### src/logic/bfps_regs.vh
// Purpose: constants for the buck fault, power-good and sequencing block
// Assumes: mclk at 125 MHz; comparator flags arrive asynchronous to mclk
// Notes:   counts are in switching (oscillator) cycles, except the sync periods, which are in mclk cycles
`ifndef BFPS_REGS_VH
`define BFPS_REGS_VH

`define BFPS_CLK_KHZ        125000
`define BFPS_SYNC_MIN_KHZ   200
`define BFPS_SYNC_MAX_KHZ   1400
`define BFPS_SYNC_PER_MIN   ((`BFPS_CLK_KHZ + `BFPS_SYNC_MAX_KHZ - 1) / `BFPS_SYNC_MAX_KHZ)
`define BFPS_SYNC_PER_MAX   (`BFPS_CLK_KHZ / `BFPS_SYNC_MIN_KHZ)

`define BFPS_PG_RISE_CYC    11'd1024
`define BFPS_PG_FALL_CYC    11'd16
`define BFPS_OC_LIMIT       4'd10
`define BFPS_HICCUP_CYC     13'd4096
`define BFPS_SS_CYC         11'd1600
`define BFPS_REF_LEVEL      11'd1600

`define BFPS_FOLD_FULL      2'd0
`define BFPS_FOLD_HALF      2'd1
`define BFPS_FOLD_QUARTER   2'd2

`define BFPS_NUM_CMP        16

`endif

### src/logic/bfps_sequencer.v
// Purpose: supervisory and sequencing logic of a synchronous buck regulator
// Assumes: comparator flags are asynchronous levels; freq_set_period is the
//          oscillator period in mclk cycles decoded from the frequency resistor
// Notes:   all state freezes while clk_en is low
`include "bfps_regs.vh"

module bfps_sequencer (
    input  wire        mclk,
    input  wire        reset_n,
    input  wire        clk_en,
    input  wire [11:0] freq_set_period,
    input  wire        sync_clk_in,
    input  wire        en_above_on,
    input  wire        en_below_off,
    input  wire        vin_above_rise,
    input  wire        vin_below_fall,
    input  wire        temp_over_hot,
    input  wire        temp_below_cool,
    input  wire        fb_over_ov,
    input  wire        fb_below_ov_release,
    input  wire        fb_above_window,
    input  wire        fb_below_window,
    input  wire        fb_above_fold_hi,
    input  wire        fb_above_fold_lo,
    input  wire        peak_ilim,
    input  wire        pwm_peak_trip,
    input  wire        sink_ilim,
    input  wire        zero_cross,
    input  wire        ss_above_fb,
    input  wire [10:0] ext_ss_level,
    input  wire        regulation_ok_in,
    output wire        regulation_ok_out,
    output wire        regulation_ok_oe,
    output reg         hs_gate,
    output reg         ls_gate,
    output reg  [10:0] target_level,
    output wire        continuous_conduction,
    output reg         reverse_block,
    output wire        hiccup_active,
    output wire        soft_start_active,
    output reg  [3:0]  oc_count,
    output reg         sync_locked,
    output reg  [1:0]  fold_div
);

    localparam [2:0] ST_OFF = 3'd0;
    localparam [2:0] ST_SS  = 3'd1;
    localparam [2:0] ST_RUN = 3'd2;
    localparam [2:0] ST_HIC = 3'd3;
    localparam [2:0] ST_TSD = 3'd4;

    localparam integer SYNC_MIN_I   = `BFPS_SYNC_PER_MIN;
    localparam integer SYNC_MAX_I   = `BFPS_SYNC_PER_MAX;
    localparam [9:0]   SYNC_PER_MIN = SYNC_MIN_I[9:0];
    localparam [9:0]   SYNC_PER_MAX = SYNC_MAX_I[9:0];

    // comparator synchronizers
    wire [`BFPS_NUM_CMP-1:0] cmp_raw;
    reg  [`BFPS_NUM_CMP-1:0] cmp_meta_reg;
    reg  [`BFPS_NUM_CMP-1:0] cmp_sync_reg;

    assign cmp_raw = {zero_cross, ss_above_fb, sink_ilim, pwm_peak_trip,
                      peak_ilim, fb_above_fold_lo, fb_above_fold_hi,
                      fb_below_window, fb_above_window, fb_below_ov_release,
                      fb_over_ov, temp_below_cool, temp_over_hot,
                      vin_below_fall, vin_above_rise, en_above_on};

    genvar gi;
    generate
        for (gi = 0; gi < `BFPS_NUM_CMP; gi = gi + 1) begin : g_cmp_sync
            always @(posedge mclk or negedge reset_n) begin
                if (!reset_n) begin
                    cmp_meta_reg[gi] <= 1'b0;
                    cmp_sync_reg[gi] <= 1'b0;
                end else if (clk_en) begin
                    cmp_meta_reg[gi] <= cmp_raw[gi];
                    cmp_sync_reg[gi] <= cmp_meta_reg[gi];
                end
            end
        end
    endgenerate

    // enable off flag has its own synchronizer outside the vector
    reg en_off_meta_reg;
    reg en_off_sync_reg;

    wire en_on_s      = cmp_sync_reg[0];
    wire vin_rise_s   = cmp_sync_reg[1];
    wire vin_fall_s   = cmp_sync_reg[2];
    wire hot_s        = cmp_sync_reg[3];
    wire cool_s       = cmp_sync_reg[4];
    wire ov_s         = cmp_sync_reg[5];
    wire ov_rel_s     = cmp_sync_reg[6];
    wire win_above_s  = cmp_sync_reg[7];
    wire win_below_s  = cmp_sync_reg[8];
    wire fold_hi_s    = cmp_sync_reg[9];
    wire fold_lo_s    = cmp_sync_reg[10];
    wire peak_ilim_s  = cmp_sync_reg[11];
    wire pwm_trip_s   = cmp_sync_reg[12];
    wire sink_ilim_s  = cmp_sync_reg[13];
    wire ss_above_s   = cmp_sync_reg[14];
    wire zero_cross_s = cmp_sync_reg[15];

    reg  [2:0]  state_reg;
    reg  [2:0]  state_next;
    reg         en_ok_reg;
    reg         vin_ok_reg;
    reg         hot_reg;
    reg         ov_reg;
    reg  [11:0] osc_cnt_reg;
    reg         sync_q1_reg;
    reg         sync_q2_reg;
    reg  [9:0]  sync_cnt_reg;
    reg  [9:0]  sync_per_reg;
    reg  [1:0]  fold_cnt_reg;
    reg  [12:0] hic_cnt_reg;
    reg  [10:0] ss_cnt_reg;
    reg  [10:0] pg_cnt_reg;
    reg         pg_reg;

    wire osc_tick  = (osc_cnt_reg + 12'd1) >= freq_set_period;
    wire sync_rise = sync_q1_reg & ~sync_q2_reg;
    wire sync_tick = sync_locked & (sync_cnt_reg == {1'b0, sync_per_reg[9:1]});
    wire cyc_base  = sync_locked ? sync_tick : osc_tick;
    wire cyc_start = cyc_base & ((fold_div == `BFPS_FOLD_FULL) |
                     ((fold_div == `BFPS_FOLD_HALF) & ~fold_cnt_reg[0]) |
                     ((fold_div == `BFPS_FOLD_QUARTER) & (fold_cnt_reg == 2'd0)));

    wire switching = ((state_reg == ST_SS) | (state_reg == ST_RUN)) & ~ov_reg;
    wire ls_cut    = zero_cross_s & (reverse_block | ~sync_locked);
    wire hic_done  = osc_tick & ((hic_cnt_reg + 13'd1) >= `BFPS_HICCUP_CYC);
    wire ss_done   = ss_cnt_reg >= `BFPS_SS_CYC;
    wire pg_win    = ~win_above_s & ~win_below_s &
                     ((state_reg == ST_SS) | (state_reg == ST_RUN));
    wire [10:0] pg_limit = pg_reg ? `BFPS_PG_FALL_CYC : `BFPS_PG_RISE_CYC;
    wire [10:0] lvl_a = (ss_cnt_reg < ext_ss_level) ? ss_cnt_reg : ext_ss_level;
    wire [10:0] lvl_min = (lvl_a < `BFPS_REF_LEVEL) ? lvl_a : `BFPS_REF_LEVEL;

    assign regulation_ok_out     = 1'b0;
    assign regulation_ok_oe      = ~pg_reg;
    assign continuous_conduction = sync_locked;
    assign hiccup_active         = (state_reg == ST_HIC);
    assign soft_start_active     = (state_reg == ST_SS);

    always @* begin
        state_next = state_reg;
        case (state_reg)
            ST_OFF: begin
                if (en_ok_reg & vin_ok_reg & ~hot_reg)
                    state_next = ST_SS;
            end
            ST_SS: begin
                if (oc_count >= `BFPS_OC_LIMIT)
                    state_next = ST_HIC;
                else if (ss_done)
                    state_next = ST_RUN;
            end
            ST_RUN: begin
                if ((oc_count >= `BFPS_OC_LIMIT) | ~fold_hi_s)
                    state_next = ST_HIC;
            end
            ST_HIC: begin
                if (hic_done & ~peak_ilim_s)
                    state_next = ST_SS;
            end
            ST_TSD: begin
                if (~hot_reg)
                    state_next = ST_SS;
            end
            default: state_next = ST_OFF;
        endcase
        if (~en_ok_reg | ~vin_ok_reg)
            state_next = ST_OFF;
        else if (hot_reg)
            state_next = ST_TSD;
    end

    always @(posedge mclk or negedge reset_n) begin
        if (!reset_n) begin
            en_off_meta_reg <= 1'b0;
            en_off_sync_reg <= 1'b0;
            en_ok_reg       <= 1'b0;
            vin_ok_reg      <= 1'b0;
            hot_reg         <= 1'b0;
            ov_reg          <= 1'b0;
            state_reg       <= ST_OFF;
        end else if (clk_en) begin
            en_off_meta_reg <= en_below_off;
            en_off_sync_reg <= en_off_meta_reg;
            if (en_on_s)
                en_ok_reg <= 1'b1;
            else if (en_off_sync_reg)
                en_ok_reg <= 1'b0;
            if (vin_rise_s)
                vin_ok_reg <= 1'b1;
            else if (vin_fall_s)
                vin_ok_reg <= 1'b0;
            if (hot_s)
                hot_reg <= 1'b1;
            else if (cool_s)
                hot_reg <= 1'b0;
            if (ov_s)
                ov_reg <= 1'b1;
            else if (ov_rel_s)
                ov_reg <= 1'b0;
            state_reg <= state_next;
        end
    end

    // oscillator, external sync and foldback
    always @(posedge mclk or negedge reset_n) begin
        if (!reset_n) begin
            osc_cnt_reg  <= 12'h000;
            sync_q1_reg  <= 1'b0;
            sync_q2_reg  <= 1'b0;
            sync_cnt_reg <= 10'h000;
            sync_per_reg <= 10'h000;
            sync_locked  <= 1'b0;
            fold_cnt_reg <= 2'd0;
            fold_div     <= `BFPS_FOLD_FULL;
        end else if (clk_en) begin
            osc_cnt_reg <= osc_tick ? 12'h000 : osc_cnt_reg + 12'd1;
            sync_q1_reg <= sync_clk_in;
            sync_q2_reg <= sync_q1_reg;
            if (sync_rise) begin
                sync_per_reg <= sync_cnt_reg;
                sync_cnt_reg <= 10'h001;
                sync_locked  <= (sync_cnt_reg >= SYNC_PER_MIN) &
                                (sync_cnt_reg <= SYNC_PER_MAX);
            end else begin
                if (sync_cnt_reg != 10'h3ff)
                    sync_cnt_reg <= sync_cnt_reg + 10'd1;
                if (sync_cnt_reg > SYNC_PER_MAX)
                    sync_locked <= 1'b0;
            end
            if (cyc_base)
                fold_cnt_reg <= fold_cnt_reg + 2'd1;
            if (state_reg != ST_SS)
                fold_div <= `BFPS_FOLD_FULL;
            else if (fold_hi_s)
                fold_div <= `BFPS_FOLD_FULL;
            else if (fold_lo_s)
                fold_div <= `BFPS_FOLD_HALF;
            else
                fold_div <= `BFPS_FOLD_QUARTER;
        end
    end

    // soft start ramp, hiccup timer, reference selection
    always @(posedge mclk or negedge reset_n) begin
        if (!reset_n) begin
            ss_cnt_reg    <= 11'h000;
            hic_cnt_reg   <= 13'h0000;
            reverse_block <= 1'b0;
            target_level  <= 11'h000;
        end else if (clk_en) begin
            if ((state_reg != ST_SS) & (state_reg != ST_RUN))
                ss_cnt_reg <= 11'h000;
            else if (osc_tick & ~ss_done)
                ss_cnt_reg <= ss_cnt_reg + 11'd1;
            if (state_reg != ST_HIC)
                hic_cnt_reg <= 13'h0000;
            else if (hic_done)
                hic_cnt_reg <= 13'h0000;
            else if (osc_tick)
                hic_cnt_reg <= hic_cnt_reg + 13'd1;
            if ((state_next == ST_SS) & (state_reg != ST_SS))
                reverse_block <= 1'b1;
            else if (ss_above_s | (state_reg == ST_OFF))
                reverse_block <= 1'b0;
            target_level <= lvl_min;
        end
    end

    // gate drive and overcurrent counting
    always @(posedge mclk or negedge reset_n) begin
        if (!reset_n) begin
            hs_gate  <= 1'b0;
            ls_gate  <= 1'b0;
            oc_count <= 4'h0;
        end else if (clk_en) begin
            if (~switching) begin
                hs_gate <= 1'b0;
                ls_gate <= 1'b0;
            end else if (cyc_start) begin
                hs_gate <= 1'b1;
                ls_gate <= 1'b0;
            end else if (sink_ilim_s) begin
                hs_gate <= 1'b0;
                ls_gate <= 1'b0;
            end else if (hs_gate & (peak_ilim_s | pwm_trip_s)) begin
                hs_gate <= 1'b0;
                ls_gate <= ~ls_cut;
            end else if (ls_gate & ls_cut) begin
                ls_gate <= 1'b0;
            end
            if ((state_next == ST_HIC) | (state_reg == ST_OFF) |
                (state_reg == ST_TSD) | (state_reg == ST_HIC))
                oc_count <= 4'h0;
            else if (switching & hs_gate & peak_ilim_s & ~cyc_start &
                     (oc_count < `BFPS_OC_LIMIT))
                oc_count <= oc_count + 4'd1;
        end
    end

    // power-good deglitch in switching cycles
    always @(posedge mclk or negedge reset_n) begin
        if (!reset_n) begin
            pg_reg     <= 1'b0;
            pg_cnt_reg <= 11'h000;
        end else if (clk_en) begin
            if (pg_win == pg_reg)
                pg_cnt_reg <= 11'h000;
            else if (osc_tick) begin
                if ((pg_cnt_reg + 11'd1) >= pg_limit) begin
                    pg_reg     <= pg_win;
                    pg_cnt_reg <= 11'h000;
                end else
                    pg_cnt_reg <= pg_cnt_reg + 11'd1;
            end
        end
    end

endmodule

### config.mk
export PLATFORM = sky130hd
export DESIGN_NAME = bfps_sequencer
export DESIGN_NICKNAME = d
export VERILOG_FILES = /design/src/logic/bfps_sequencer.v
export VERILOG_INCLUDE_DIRS = /design/src /design/src/logic
export SDC_FILE = /design/constraint.sdc
export NUM_CORES = 1
export LEC_CHECK = 0
export ABC_AREA = 0
export CAP_MARGIN = 20
export CORE_MARGIN = 2
export CORE_UTILIZATION = 58
export CTS_CLUSTER_DIAMETER = 150
export DETAILED_ROUTE_END_ITERATION = 12
export DONT_BUFFER_PORTS = 1
export PLACE_DENSITY_LB_ADDON = 0.25
export SETUP_SLACK_MARGIN = 0.5
export SLEW_MARGIN = 0
export SYNTH_ARGS = -nofsm -noshare
export SYNTH_HDL_FRONTEND = slang
export SYNTH_SLANG_ARGS = --single-unit
### constraint.sdc
create_clock -name mclk -period 3.35 [get_ports mclk]
set_clock_uncertainty 0.05 [all_clocks]
set_input_delay 0.67 -clock mclk [delete_from_list [all_inputs] [get_ports mclk]]
set_output_delay 0.67 -clock mclk [all_outputs]
set_load 0.005 [all_outputs]
Yosys cells after proc, flatten, opt, wreduce, memory -nomap -nowiden
Index checks and enable logic that the tools add are counted.
- $add $sub $neg: 7
- order comparisons: 11
- equal/unequal tests: 16
- muxes and demuxes: 49
- bitwise gates (word level): 50
- reductions and logical operators: 30
- operators by type and width (kind ; count):
    two-way mux 11 bit ; 8
    two-way mux 13 bit ; 3
    AND reduction 2 bit ; 15
    bitwise AND 1 bit ; 23
    adder 11 x 1 -> 11 bit (second input constant) ; 2
    two-way mux 1 bit ; 22
    two-way mux 3 bit ; 7
    two-way mux 10 bit ; 2
    nonzero test 2 bit ; 10
    NOT 1 bit ; 16
    one-hot mux 3 bit (5 select lines) ; 1
    adder 13 x 1 -> 13 bit (second input constant) ; 1
    >= comparator 13 bit (second input constant) ; 1
    adder 12 x 1 -> 12 bit (second input constant) ; 1
    >= comparator 12 bit ; 1
    two-way mux 12 bit ; 1
    >= comparator 11 bit ; 1
    >= comparator 11 bit (second input constant) ; 1
    < comparator 11 bit ; 1
    < comparator 11 bit (second input constant) ; 1
    OR 1 bit ; 11
    adder 10 x 1 -> 10 bit (second input constant) ; 1
    equality test 10 x 9 -> 1 bit ; 1
    >= comparator 10 x 7 -> 1 bit (second input constant) ; 1
    other kinds (23) ; 31
- logic and storage cells: 219
- output and inout bits: 26
- bits in registers: 134
- input port bits: 45

Longest topological paths before layout
- depth after elaboration: 14
- depth in mapped cells: 13
- gate-level depth less buffers: 12

Least setup slack after synthesis
No wires, ideal clock.
- kind: reg-to-reg
- start: reg osc_cnt_reg[0]
- end: reg ss_cnt_reg[9]
- clock period less this slack: 3272 ps
- library setup time: 79 ps
- setup slack: 78 ps
- data required time: 3221 ps
- buffers on the path: 0
- data arrival time: 3142 ps
- stages on the path, launching flop included: 13
- cell sequence: dfrtp_1 -> nand3_1 -> nor2_1 -> nand3_1 -> nor3_1 -> xor2_1 -> ha_1 -> nand4_1 -> o31a_1 -> a221oi_2 -> o21ai_1 -> a2111oi_0 -> mux2i_1
- cells in the longest elaborated chain, start to end: 5
- RTL lines (item ; RTL line ; RTL):
    start, declared ; bfps_sequencer.v:110 ; reg [11:0] osc_cnt_reg;
    start signal, assigned ; bfps_sequencer.v:222 ; osc_cnt_reg <= osc_tick ? 12'h000 : osc_cnt_reg + 12'd1;
    adder 12 x 1 -> 12 bit ; bfps_sequencer.v:121 ; wire osc_tick = (osc_cnt_reg + 12'd1) >= freq_set_period;
    >= comparator 12 bit ; bfps_sequencer.v:121 ;
    bitwise AND 1 bit ; bfps_sequencer.v:259 ; else if (osc_tick & ~ss_done)
    nonzero test 2 bit (no source line) ; -- ;
    AND reduction 2 bit (no source line) ; -- ;
    end signal, assigned ; bfps_sequencer.v:260 ; ss_cnt_reg <= ss_cnt_reg + 11'd1;
    end, declared ; bfps_sequencer.v:117 ; reg [10:0] ss_cnt_reg;
Every way passes these cells.
A chain may end at the register's enable or synchronous reset.

Worst setup path after layout
- start: reg osc_cnt_reg[1]
- end: reg oc_count[2]
- cells in the longest elaborated chain, start to end: 14
- elaborated cells between the ends (all ways): 20
- those cells by class: add/sub: 1; order compare: 1; eq/ne: 1; mux: 6; bitwise: 9; reduce/logical: 2
- RTL lines (item ; RTL line ; RTL):
    adder 12 x 1 -> 12 bit (*) ; bfps_sequencer.v:121 ;
    >= comparator 12 bit (*) ; bfps_sequencer.v:121 ;
    bitwise AND 1 bit ; bfps_sequencer.v:131 ; wire hic_done = osc_tick & ((hic_cnt_reg + 13'd1) >= `BFPS_HICCUP_CYC);
    bitwise AND 1 bit ; bfps_sequencer.v:163 ; if (hic_done & ~peak_ilim_s)
    two-way mux 3 bit ; bfps_sequencer.v:163 ;
    one-hot mux 3 bit (5 select lines) ; bfps_sequencer.v:147 ; case (state_reg)
    two-way mux 3 bit ; bfps_sequencer.v:174 ; else if (hot_reg)
    two-way mux 3 bit ; bfps_sequencer.v:172 ; if (~en_ok_reg | ~vin_ok_reg)
    equality test 3 x 2 -> 1 bit ; bfps_sequencer.v:297 ; if ((state_next == ST_HIC) | (state_reg == ST_OFF) |
    OR 1 bit (2 in series) ; bfps_sequencer.v:297 ;
    OR 1 bit ; bfps_sequencer.v:298 ; (state_reg == ST_TSD) | (state_reg == ST_HIC))
    nonzero test 2 bit (no source line) ; -- ;
    AND reduction 2 bit (no source line) ; -- ;
    end signal, assigned ; bfps_sequencer.v:302 ; oc_count <= oc_count + 4'd1;
    end, declared ; bfps_sequencer.v:41 ; output reg [3:0] oc_count,
Every way passes the cells marked *; elsewhere a longest branch is shown, timed or not.

==> qor.csv <==
stage;metric;value;unit
setup_path;crit-path cells;buf_4, ha_4, nand3_4, nor2_4, nand3_2, xnor2_2, ha_1, nand4_1, buf_4, nor3_4, or3_4, o211a_4, or4_1, a21oi_1;
clock_network;CTS root buf;clkbuf_16;
synth;Post-synth ARST share;1.000;
setup_path;startpoint class of the critical path;register;
grt;Global Route Usage Sum;0.2702;
layout;diode count;0;
layout;Layout area overhead;19.68;%
layout;register cell area after layout;0.003328;mm^2
layout;Design Area, Final;0.008811;mm^2
setup_path;Critical Path RT;3.65;ns
synth;most frequent cells after synthesis;133 x dfrtp_1, 70 x nand2_1, 55 x o21ai_0;
clock_network;Inserted Clock Buffers;17;
routing;Vias/cell;6.171;
synth;#FFs+latches synth;133;
synth;Seq/Total Area, Yosys;0.4521;
timing;max-slew violation count;0;
setup_path;CP endpoint kind;register;
setup_path;slowest stage delay, CP;0.47;ns
worst_hold_path;worst hold path class;primary input to async pin;
routing;WL per Instance;18.44;um
power_and_ir_drop;VDD IR max;527.7;uV
timing;worst hold margin;-0.1190;ns
die;Die ar.;0.01361;mm^2
timing;Fin. Hold Viols;133;
synth;Area contributors post-synth;dfrtp_1 45%, ha_1 6.1%, mux2_2 6.0%, o21ai_0 3.7%, nand2_1 3.6%;
layout;Multi-input gate area;0.004064;mm^2
layout;Finished Layout Cells;971;
layout;final core utilization;0.7039;
clock_network;TritonCTS clock tree;built;
timing;slew at the pin with the worst max-slew slack;0.9798;ns
timing;fin crit period;3.267;ns
grt;initial antenna violation count;0;
setup_path;worst r2r src;osc_cnt_reg[1]$_DFFE_PN0P_;
synth;cell with the most instances after synthesis;dfrtp_1;
routing;DR vias;5992;
layout;Fillers;934;
routing;DRT iter0 DRCs;549;
timing;post-route clock period utilization;0.9753;
grt;first-pass GRT wire length;28.41;mm
die;Die X;116.7;um
die;DIE HEIGHT;116.7;um
routing;drt pass-1 iters;5;
setup_path;Arr. time, crit path;3.56;ns
synth;Synth Area per Inst;9.700;um^2
run_status;status;finished, violations left;
place;I/O Buffers;0;
setup_path;Crit-path slowest cell;or4_1;
synth;YS warnings;0;
layout;# nets final;867;
place;# placed instances;910;
power_and_ir_drop;cell leakage power;4.003;nW
setup_path;crit path max fanout;6;
synth;top_reg_cell synth;dfrtp_1;
timing;total negative slack;0;ns
grt;largest net degree at the start of global routing;134;
clock_network;Clock transition at path regs;0.06;ns
timing;fmax;0.3061;GHz
power_and_ir_drop;Design Power;4.955;mW
die;placeable core region;0.01252;mm^2
synth;Yosys top cell by area;dfrtp_1;
timing;final setup violation count;0;
run_status;failing checks;negative hold slack;
run;max-cap violations;0;
place;DP HPWL;11.27;mm
synth;EDFF count, synth;0;
setup_path;crit-path most repeated cell;buf_4;
clock_network;htree depth;4;
layout;max reg flops;16;
setup_path;R2R cell count;14;
synth;net count after synthesis;840;
die;Rows;41;
synth;area share of the largest cell type after synthesis;0.4521;
timing;RSZ-0062 raised after global routing;true;
routing;final wirelength;17.91;mm
power_and_ir_drop;PwrDens;562.4;mW/mm^2
setup_path;Reg-to-Reg End;oc_count[2]$_DFFE_PN0P_;
place;dpl ws;-0.01105;ns
synth;Cell Area, Synth;0.007362;mm^2
clock_network;clock sinks;133;
die;IO Pins;71;
grt;remaining global-route overflow;0;
place;GP Congestion;0.8850;
setup_path;Setup Crit Path Kind;register to register;
timing;final worst slack;0.08288;ns
routing;remaining antenna violation count;0;
clock_network;clock tree buffer depth;2;
clock_network;Worst-Skew Late Latency;0.44;ns
synth;synthesized instance count;759;
place;placed cell areas;0.007639;mm^2
layout;share of cells above drive strength 1;0.2178;
die;initial core utilization;0.5882;
setup_path;R2R setup slack;0.08;ns
routing;Residual DRC;0;
synth;Netlist cell types;59;
grt;vias in the first global route;5725;
timing;Slew headroom;0.3364;
[cells in the final DEF, fill, tap and decap left out, types with 5 or more instances in the layout]
master,count
and3_1,14
o21ai_1,15
o2bb2ai_1,8
nand2b_1,11
a22o_1,10
o21ai_2,13
dfrtp_1,133
nor3_1,14
o21ai_0,26
o211ai_1,7
ha_1,35
or4_1,6
buf_4,31
o31ai_1,9
nor2_1,29
a211o_1,5
buf_6,14
xnor2_1,14
mux2_2,39
o211a_1,5
nand3_2,5
nand3_1,34
clkinv_4,5
clkbuf_16,17
or3_1,12
nor2b_1,10
nand2_1,68
a21oi_1,18
xor2_1,15
inv_1,50
nor4_1,10
mux2i_1,8
a221o_1,6
nand4_1,11
[critical path: cells and delay by family, from the launching register on]
kind / cells / cell delay (ns)
and+or+nand+nor: 7 / 1.43
AOI/OAI and AO/OA: 2 / 0.42
adders and majority gates: 2 / 0.41
DFF: 1 / 0.38
buffers and inverters: 2 / 0.29
xor gates and xnor gates: 1 / 0.20
[repair_timing]
item                       in CTS  in global routing
pin swaps                      41                 22
cloned                          0                  1
resized for setup              72                 26
buffers inserted               12                 16
setup endpoints to repair      58                 58
hold endpoints to repair      133                133
[layer usage]
layer | routed length, um | GRT usage | up-vias
met4 | 325 | 0.08235 | 0
met3 | 864 | 0.07265 | 24
li1 | - | - | 2805
met1 | 7528 | 0.3485 | 2991
met5 | 0 | 0 | -
met2 | 9186 | 0.4492 | 172
[kinds of logic (layout without fill, tap and decap cells)]
family | Yosys count | after routing | synth area share
compound gates | 171 | 172 | 0.1616
xor+xnor | 32 | 32 | 0.03807
fa+ha+maj | 36 | 36 | 0.06118
buf+inv | 90 | 129 | 0.04724
flops | 133 | 133 | 0.4521
mux | 47 | 47 | 0.07053
other cells | 1 | 1 | 0.0005094
simple gates | 249 | 249 | 0.1688
[area by class of cell]
cell class / count / share of cell area
timing repair buffer: 46 / 0.04601
inverter: 51 / 0.02173
clock buffer: 18 / 0.04871
multi-input combinational: 537 / 0.4612
sequential: 133 / 0.3777
tap: 172 / 0.02442
clock inverter: 14 / 0.02016
[worst max path at each step]
| stage | endpoint | slack, ns | start |
|---|---|---|---|
| 2_1_floorplan | ss_cnt_reg[4]$_DFFE_PN0P_ | 0.36 | osc_cnt_reg[0]$_DFFE_PN0P_ |
| 3_3_place_gp | ss_cnt_reg[5]$_DFFE_PN0P_ | 0.09 | osc_cnt_reg[1]$_DFFE_PN0P_ |
| 3_5_place_dp | ss_cnt_reg[4]$_DFFE_PN0P_ | -0.01 | osc_cnt_reg[1]$_DFFE_PN0P_ |
| 4_1_cts | ss_cnt_reg[4]$_DFFE_PN0P_ | 0.15 | osc_cnt_reg[0]$_DFFE_PN0P_ |
| 5_1_grt | oc_count[2]$_DFFE_PN0P_ | 0.006 | osc_cnt_reg[0]$_DFFE_PN0P_ |
| 6_report | oc_count[2]$_DFFE_PN0P_ | 0.08 | osc_cnt_reg[1]$_DFFE_PN0P_ |
[power by group]
| part | leakage (nW) | switching [mW] | internal [mW] |
|---|---|---|---|
| Combinational | 1.99 | 0.532 | 0.469 |
| Sequential | 1.72 | 0.215 | 1.80 |
| Clock | 0.295 | 0.759 | 1.18 |
Note: power is estimated with default switching activity, not from simulation.
